## src/an_partner_pkg.sv

```systemverilog
// Constants for the partner ability and expansion status registers
package an_partner_pkg;
  localparam int REG_ADDR_W = 5;
  localparam int REG_DATA_W = 16;
  localparam logic [4:0] PARTNER_ABILITY_ADDR = 5'h05;
  localparam logic [4:0] EXPANSION_STATUS_ADDR = 5'h06;
  localparam int NEXT_PAGE_BIT = 15;
  localparam int ACK_BIT = 14;
  localparam int REMOTE_FAULT_BIT = 13;
  localparam int MESSAGE_PAGE_BIT = 13;
  localparam int BASE_RESERVED_BIT = 12;
  localparam int CAN_COMPLY_BIT = 12;
  localparam int TOGGLE_BIT = 11;
  localparam int SELECTOR_MSB = 4;
  localparam int CODE_MSB = 10;
  localparam int PDF_BIT = 4;
  localparam int PARTNER_NP_BIT = 3;
  localparam int LOCAL_NP_BIT = 2;
  localparam int PAGE_RX_BIT = 1;
  localparam int PARTNER_AN_BIT = 0;
  localparam logic [15:0] PAGE_WORD_RESET = 16'h0000;
  localparam logic [15:0] READ_DATA_RESET = 16'h0000;
  localparam logic [15:0] UNMAPPED_READ_VALUE = 16'h0000;
  localparam logic LOCAL_NP_VALUE = 1'b1;
  // Bit 12 of the base view always reads zero
  localparam logic [15:0] BASE_VIEW_MASK = 16'hEFFF;
endpackage

```

## src/autoneg_partner_status_regs.sv

```systemverilog
// Partner ability and negotiation expansion status registers
// How it works
// - Received base-page word is captured into a read-only register, reset zero.
// - After negotiation with next pages, latest next page replaces base view.
// - Acknowledge bit follows the acknowledge seen in incoming pulse bursts.
// - Base view bits 4:0 hold partner selector, reset zero.
// - Base view bit 12 reads zero.
// - Next view bit 13 is message flag, bits 10:0 code field.
// - Unformatted pages are interpreted by consuming logic, not as messages.
// - Next view bit 12 shows partner can comply.
// - Next view bit 11 shows inverted previous toggle as received.
// - Expansion bits 15:5 read zero; writes do nothing.
// - Expansion bit 4 shows parallel detection fault, zero after reset.
// - Expansion bit 3 shows partner next-page ability.
// - Expansion bit 2 is constant one.
// - Expansion bit 1 sets on page receipt, clears on read.
// - Expansion bit 0 shows partner negotiation ability, zero after reset.
`timescale 1ns/1ps
`default_nettype none
module autoneg_partner_status_regs (
  input wire logic ref_clk,
  input wire logic rstn,
  input wire logic [an_partner_pkg::REG_ADDR_W-1:0] reg_addr,
  input wire logic reg_rd,
  input wire logic reg_wr,
  input wire logic [an_partner_pkg::REG_DATA_W-1:0] reg_wdata,
  output logic [an_partner_pkg::REG_DATA_W-1:0] reg_rdata,
  output logic reg_rvalid,
  input wire logic base_page_rx,
  input wire logic next_page_rx,
  input wire logic [an_partner_pkg::REG_DATA_W-1:0] rx_page_word,
  input wire logic flp_burst_seen,
  input wire logic flp_burst_ack,
  input wire logic an_done_with_np,
  input wire logic parallel_detect_fault,
  input wire logic partner_negotiation_capable,
  output logic page_view_is_next
);
  import an_partner_pkg::*;

  logic [15:0] base_word;
  logic [15:0] next_word;
  logic partner_ack;
  logic pdf_flag;
  logic partner_an_flag;
  logic page_received;
  logic [15:0] base_view;
  logic [15:0] next_view;
  logic [15:0] expansion_view;
  logic [15:0] next_rdata;
  logic read_expansion;

  always_ff @(posedge ref_clk or negedge rstn) begin
    if (!rstn) begin
      base_word <= PAGE_WORD_RESET;
    end else if (base_page_rx) begin
      base_word <= rx_page_word;
    end
  end

  always_ff @(posedge ref_clk or negedge rstn) begin
    if (!rstn) begin
      next_word <= PAGE_WORD_RESET;
    end else if (next_page_rx) begin
      next_word <= rx_page_word;
    end
  end

  always_ff @(posedge ref_clk or negedge rstn) begin
    if (!rstn) begin
      partner_ack <= 1'b0;
    end else if (flp_burst_seen) begin
      partner_ack <= flp_burst_ack;
    end
  end

  always_ff @(posedge ref_clk or negedge rstn) begin
    if (!rstn) begin
      page_view_is_next <= 1'b0;
    end else begin
      page_view_is_next <= an_done_with_np;
    end
  end

  always_ff @(posedge ref_clk or negedge rstn) begin
    if (!rstn) begin
      pdf_flag <= 1'b0;
      partner_an_flag <= 1'b0;
    end else begin
      pdf_flag <= parallel_detect_fault;
      partner_an_flag <= partner_negotiation_capable;
    end
  end

  assign read_expansion = reg_rd && (reg_addr == EXPANSION_STATUS_ADDR);

  always_ff @(posedge ref_clk or negedge rstn) begin
    if (!rstn) begin
      page_received <= 1'b0;
    end else if (base_page_rx || next_page_rx) begin
      page_received <= 1'b1;
    end else if (read_expansion) begin
      page_received <= 1'b0;
    end
  end

  always_comb begin
    // base view, reserved bit forced low
    base_view = {base_word[15], partner_ack, base_word[13:0]} & BASE_VIEW_MASK;
    // next view; code passed raw, meaning left to the reader
    next_view = {next_word[15], partner_ack, next_word[13:0]};
    expansion_view = '0;
    expansion_view[PDF_BIT] = pdf_flag;
    expansion_view[PARTNER_NP_BIT] = base_word[NEXT_PAGE_BIT];
    expansion_view[LOCAL_NP_BIT] = LOCAL_NP_VALUE;
    expansion_view[PAGE_RX_BIT] = page_received;
    expansion_view[PARTNER_AN_BIT] = partner_an_flag;
    unique case (reg_addr)
      PARTNER_ABILITY_ADDR: next_rdata = page_view_is_next ? next_view : base_view;
      EXPANSION_STATUS_ADDR: next_rdata = expansion_view;
      default: next_rdata = UNMAPPED_READ_VALUE;
    endcase
  end

  // writes ignored; no write path to the ack bit
  always_ff @(posedge ref_clk or negedge rstn) begin
    if (!rstn) begin
      reg_rdata <= READ_DATA_RESET;
      reg_rvalid <= 1'b0;
    end else begin
      reg_rvalid <= reg_rd;
      if (reg_rd) begin
        reg_rdata <= next_rdata;
      end
    end
  end
endmodule // autoneg_partner_status_regs
`default_nettype wire

```

## config.mk

```make
export PLATFORM = sky130hd
export DESIGN_NAME = autoneg_partner_status_regs
export DESIGN_NICKNAME = d
export VERILOG_FILES = /design/src/an_partner_pkg.sv /design/src/autoneg_partner_status_regs.sv
export SDC_FILE = /design/constraint.sdc
export NUM_CORES = 1
export LEC_CHECK = 0
export ABC_AREA = 1
export BUFFER_PORTS_ARGS = -buffer_cell sky130_fd_sc_hd__buf_2
export CORE_MARGIN = 4
export CORE_UTILIZATION = 46
export CTS_CLUSTER_DIAMETER = 50
export DETAILED_ROUTE_END_ITERATION = 10
export GPL_ROUTABILITY_DRIVEN = 0
export HOLD_SLACK_MARGIN = 0.12
export MAX_ROUTING_LAYER = met4
export PLACE_DENSITY = 0.71
export SYNTH_ARGS = -nofsm -noshare
export SYNTH_HDL_FRONTEND = slang
export SYNTH_SLANG_ARGS = --single-unit
```

## constraint.sdc

```tcl
create_clock -name ref_clk -period 1.2 [get_ports ref_clk]
set_input_delay 0 -clock ref_clk [delete_from_list [all_inputs] [get_ports ref_clk]]
set_output_delay 0 -clock ref_clk [all_outputs]
set_load 0.005 [all_outputs]
```

==> reports/results.ini, run 1 <==
[worst_setup_path]
cp_top_family=flip-flops
path_buf_inv=1
rrSetupSlack_ns=0.13
timing.rr.end=reg_rdata[9]$_DFFE_PN0P_
r2r_cells=4
startpoint_type=flip-flop
cp_data_arrival_time_ns=1.32
max_stage_delay_ns=0.41
critPathMaxFanout=18
regToRegStartpoint=page_view_is_next$_DFF_PN0_
critPathCaptureType=flip-flop
critical_path_required_ns=1.45
slowest_stage=dfrtp_1
path_cells=buf_12 -> o21ai_0 -> nand3_1 -> nand2_1
criticalPathCategory=flip-flop to flip-flop

[global_route]
grt_pass1_vias=1747
grt_usage_pct=17.8
antenna_found_initial=0
grt-ovfl-total=0
grt_pass1_wl_um=8040
grt_max_degree=52

[floorplanning]
initial_core_util_pct=48.9
fp.dieW_um=77.2
dieArea_um2=5960
rows=24
io_pins=66
core-area_um2=4500
die_y_um=77.2

[timing]
fin_crit_sh_pct=89.3
tns_ns=0
rsz0062_at_grt=false
whs_ns=0.227
final-setup-viol-count=0
maxSlewViolCount=0
clock_skew_ns=0.00639
timing_hold_violations_final=0
max_slew_margin_pct=80.8
fmax_ghz=0.933
tightest_slew_ns=0.288
period_needed_ns=1.07

[clock_tree]
cts_buffers=5
path_clk_slew_ns=0.09
root_buffer=clkbuf_8
cts_tree=yes
htree_levels=2
post_cts_resized=0
cts.sinks=51
worstSkewPairLatency_ns=0.31
clock_path_buffers=2

[synth]
synthTopCellsByArea=dfrtp_1 (58%), nand2_1 (12%), o21ai_0 (7.3%)
synth_area_leader_cell=dfrtp_1
ys_ff_latch=51
ys.flop_type=dfrtp_1
ys_types=21
synth_edf_count=0
syn-num-nets=285
syn_avg_cell_area_um2=9.29
syn_inst=237
ys_seq_area_share_pct=58.0
synth.most_common_cell=nand2_1
yosysWarnings=0
syn-cell-area_um2=2200
async_flop_share_pct=100
synth_top_area_share_pct=58.0
synth_commonest_cells=nand2_1 (68), dfrtp_1 (51), o21ai_0 (32)

[power_and_ir_drop]
combPwrFrac_pct=13.1
leakagePower_nw=1.51
power_frac_seq_pct=55.3
p_sw_w=0.000819
power.internal_w=0.00256
clockPowerShare_pct=31.6
power_density_nw_per_um2=1180
irDropWorstVdd_mv=0.518
swShare_pct=24.2

[cells_and_area]
layout-area-overhead-vs-synth_pct=30.5
nFillCells=382
regArea_um2=1280
antenna_cells=0
multiInputGateArea_um2=703
layout.nets=362
drive_gt1_share_pct=24.4
instances_no_fill=367

[placement]
placed_cells=329
portBuffers=47
dpl.hpwl_um=3070

[detailed_routing]
drc_errors=0
viasPerCell=4.75
ant_nets=0
drt_iter0_markers=127
num_vias=1742
routedWlPerCell_um=12.8
routed_wl_um=4690
first_pass_iters=4

[hold_path]
min-delay-path-class=input port to asynchronous set/reset pin

[run_status]
status=finished clean

[run]
drv_cap=0

-- registers in the layout, summed over array words and instances (netlist names) --
register and flops:
page_view_is_next 1, reg_rvalid 1, pdf_flag 1, page_received 1
base_word 14, partner_an_flag 1, reg_rdata 16, partner_ack 1
next_word 15
-- how the worst max path moves through the flow --
stage	from	end	slack, ns	depth (start not counted)
floorplan	page_view_is_next$_DFF_PN0_	reg_rdata[10]$_DFFE_PN0P_	0.20	6
finish	page_view_is_next$_DFF_PN0_	reg_rdata[9]$_DFFE_PN0P_	0.13	4
CTS	reg_addr[1]	reg_rdata[4]$_DFFE_PN0P_	0.12	7
global route	page_view_is_next$_DFF_PN0_	reg_rdata[8]$_DFFE_PN0P_	0.04	4
global placement	page_view_is_next$_DFF_PN0_	reg_rdata[9]$_DFFE_PN0P_	0.15	4
detailed placement	page_view_is_next$_DFF_PN0_	reg_rdata[9]$_DFFE_PN0P_	0.15	4
-- metal layers --
metal  vias up  part of all wire (%)  track usage (%)
met5         -                     0                -
met4         0                   2.6             9.07
met3        10                   3.8             3.63
met2        36                    47             27.3
met1       795                    46             22.2
li1        901                     -                -
-- worst min-delay path, cell delays in order --
cell           delay, ns
dlygate4sd3_1       0.53
buf_2               0.13
buf_12              0.26
-- placed cells by master, fill, tap and decap left out --
master         Yosys  layout
nand2_1           68      68
dfrtp_1           51      51
buf_2              6      47
o21ai_0           32      32
dlygate4sd3_1      0      29
inv_1             28      28
nand3_1           23      23
mux2_2             7       7
clkbuf_8           1       7
buf_4              3       4
nand3_2            3       3
buf_12             1       3
inv_2              2       2
a21oi_1            2       2
o21ai_1            2       2
nand2_2            1       1
nor2_4             1       1
o31ai_1            1       1
o21ai_2            1       1
nor2_2             1       1
nor2_1             1       1
clkbuf_1           0       1
-- stage by stage --
step	worst slack, ns	instance area (µm²)	utilization [%]	power [W]
2_1_floorplan	0.196	2200	-	0.00212
3_3_place_gp	0.151	2460	54.7	0.00226
3_5_place_dp	0.153	2460	54.7	0.00227
4_1_cts	0.119	2850	63.3	0.00340
5_1_grt	0.0363	2870	63.8	0.00356
6_report	0.129	2870	63.8	0.00338
-- cell type report --
cell class	instances	area share, %
sequential	51	44.4
multi-input combinational	143	24.5
timing repair buffer	83	21.4
inverter	30	3.92
clock buffer	8	3.48
tap	52	2.26
-- timing repair --
action,in CTS,in global routing
hold buffers,29,0
endpoints found under the hold margin,92,0
endpoints found under the setup margin,0,2
buffers inserted,0,1
-- logic make-up (layout without fill, tap and decap cells) --
family | after synthesis | after routing | synth area share (%)
mux | 7 | 7 | 3.58
flops | 51 | 51 | 58.0
compound gates | 38 | 38 | 8.93
buf+inv | 43 | 121 | 10.1
simple gates | 98 | 98 | 19.4
-- power by group through the flow --
| stage | Clock (W) | Combinational [W] | Sequential [W] |
|---|---|---|---|
| 3_5_place_dp | 0 | 0.000368 | 0.00190 |
| 4_1_cts | 0.00109 | 0.000441 | 0.00187 |
| 3_3_place_gp | 0 | 0.000357 | 0.00190 |
| 2_1_floorplan | 0 | 0.000221 | 0.00189 |
| 5_1_grt | 0.00117 | 0.000506 | 0.00188 |
| 6_report | 0.00107 | 0.000442 | 0.00187 |
(Power assumes the default switching activity.)
==> inputs of run 2 (changes only) <==
- MAX_ROUTING_LAYER: met4 -> not set
==> run 2 against run 1 <==
  * Core utilization unchanged
  * Maximum frequency about the same
  * First-iteration DRC count decreased by 12%
  * Power about the same
  * Final cell count unchanged
  * Wire length decreased by 0.38%
  * Critical path type unchanged
==> reports/results.ini, run 2 (synthesized netlist as in run 1, its figures left out) <==
[floorplanning]
dieArea_um2=5960  ; unchanged
fp.dieW_um=77.2  ; unchanged
core-area_um2=4500  ; unchanged
die_y_um=77.2  ; unchanged
initial_core_util_pct=48.9  ; unchanged
io_pins=66  ; unchanged
rows=24  ; unchanged

[cells_and_area]
final_cell_area_um2=2870  ; unchanged
antenna_cells=0  ; unchanged
largest_reg_flops=16  ; unchanged
layout-area-overhead-vs-synth_pct=30.5  ; unchanged
fin_util_pct=63.8  ; unchanged
top_register=reg_rdata
final_common_cell=nand2_1
mostFrequentLayoutCells=nand2_1 (68), dfrtp_1 (51), buf_2 (47), o21ai_0 (32), dlygate4sd3_1 (29)
layout.nets=362  ; unchanged
drive_gt1_share_pct=24.4  ; unchanged
biggestRegsByFlops=reg_rdata: 16 flops, next_word: 15 flops, base_word: 14 flops

[power_and_ir_drop]
irDropWorstVdd_mv=0.517  ; -0.14%
power_density_nw_per_um2=1180  ; about the same
power_frac_seq_pct=55.3  ; about the same
combPwrFrac_pct=13.1  ; about the same
p_sw_w=0.000817  ; -0.18%
clockPowerShare_pct=31.6  ; about the same
leakagePower_nw=1.51  ; unchanged
power.internal_w=0.00256  ; about the same
swShare_pct=24.2  ; -0.033 points

[clock_tree]
worstSkewPairLatency_ns=0.31  ; about the same
htree_levels=2  ; unchanged
cts_buffers=5  ; unchanged
clock_path_buffers=2  ; unchanged
post_cts_resized=0  ; unchanged
cts.sinks=51  ; unchanged
root_buffer=clkbuf_8
path_clk_slew_ns=0.09  ; about the same
cts_tree=yes

[run]
drv_cap=0  ; unchanged

[global_route]
grt_pass1_wl_um=8020  ; -0.26%
grt_max_degree=52  ; unchanged
grt-ovfl-total=0  ; unchanged
grt_pass1_vias=1754  ; +0.40%
grt_usage_pct=17.2  ; -0.54 points
antenna_found_initial=0  ; unchanged

[worst_setup_path]
startpoint_type=flip-flop
critPathMaxFanout=18  ; unchanged
critPathCaptureType=flip-flop
cp_data_arrival_time_ns=1.32  ; about the same
critical_path_required_ns=1.45  ; about the same
criticalPathCategory=flip-flop to flip-flop

[timing]
fin_crit_sh_pct=89.2  ; about the same
rsz0062_at_grt=false
tightest_slew_ns=0.288  ; -0.000291 ns
period_needed_ns=1.07  ; -0.000557 ns
fmax_ghz=0.934  ; about the same
clock_skew_ns=0.00663  ; +0.000237 ns
tns_ns=0  ; unchanged
maxSlewViolCount=0  ; unchanged
timing_hold_violations_final=0  ; unchanged
final-setup-viol-count=0  ; unchanged
max_slew_margin_pct=80.8  ; about the same

[detailed_routing]
drt_iter0_markers=112  ; -12%
num_vias=1739  ; -0.17%
first_pass_iters=6  ; +2
viasPerCell=4.74  ; -0.17%
routedWlPerCell_um=12.7  ; -0.38%
routed_wl_um=4670  ; -0.38%
ant_nets=0  ; unchanged
drc_errors=0  ; unchanged

[placement]
placedInstanceArea_um2=2460  ; unchanged
portBuffers=47  ; unchanged
dpl.hpwl_um=3070  ; unchanged

[run_status]
status=finished clean

[hold_path]
min-delay-path-class=input port to asynchronous set/reset pin

==> run 2: cell type report <==
| class | instances | area (µm²) |
|---|---|---|
| clock buffer | 8 | 100 |
| fill | 382 | 1630 |
| inverter | 30 | 113 |
| multi-input combinational | 143 | 703 |
| sequential | 51 | 1280 |
| tap | 52 | 65.1 |
| timing repair buffer | 83 | 616 |
==> run 2: power by group through the flow <==
stage	logic, W	registers (W)	clock network [W]
floorplan	0.000221	0.00189	0
global placement	0.000357	0.00190	0
detailed placement	0.000368	0.00190	0
CTS	0.000441	0.00187	0.00109
global route	0.000505	0.00188	0.00117
finish	0.000441	0.00187	0.00107
==> run 2: per-stage QoR <==
step / worst slack (ns) / total power, W / instances / hold slack, ns
6_report: 0.129 / 0.00338 / 367 / 0.228
5_1_grt: 0.0363 / 0.00356 / 367 / 0.256
4_1_cts: 0.119 / 0.00340 / 366 / 0.207
3_5_place_dp: 0.153 / 0.00227 / 329 / 0.0113
3_3_place_gp: 0.151 / 0.00226 / 329 / 0.00904
2_1_floorplan: 0.196 / 0.00212 / 237 / -0.296
==> run 2: what timing repair did <==
| action | CTS | global route |
|---|---|---|
| hold buffers | 29 | 0 |
| endpoints found under the setup margin | 0 | 2 |
| buffers inserted | 0 | 1 |
| hold endpoints to repair | 92 | 0 |
==> run 2: metal layers <==
metal  vias up  track usage, %  part of all wire [%]  wire, µm
li1        901               -                     -         -
met1       792            22.0                    46      2160
met2        36            27.4                    47      2210
met3        10            3.63                   3.8       179
met4         0            9.07                   2.6       123
met5         -               0                     0         0
==> run 2: worst paths after layout <==
path,start,endpoint,slack (ns),depth (start not counted)
max in group asynchronous,rstn,next_word[12]$_DFFE_PN0P_,0.74,3
worst max-delay path,page_view_is_next$_DFF_PN0_,reg_rdata[9]$_DFFE_PN0P_,0.13,4
worst min register to register,reg_rdata[14]$_DFFE_PN0P_,reg_rdata[14]$_DFFE_PN0P_,0.48,2
worst min-delay path,rstn,base_word[8]$_DFFE_PN0P_,0.23,3
min in group ref_clk,partner_negotiation_capable,partner_an_flag$_DFF_PN0_,0.33,2
worst max register to register,page_view_is_next$_DFF_PN0_,reg_rdata[9]$_DFFE_PN0P_,0.13,4
==> run 2: critical path: stages, from the launching register on <==
cell     delay (ns)
dfrtp_1        0.41
buf_12         0.16
o21ai_0        0.26
nand3_1        0.12
nand2_1        0.07
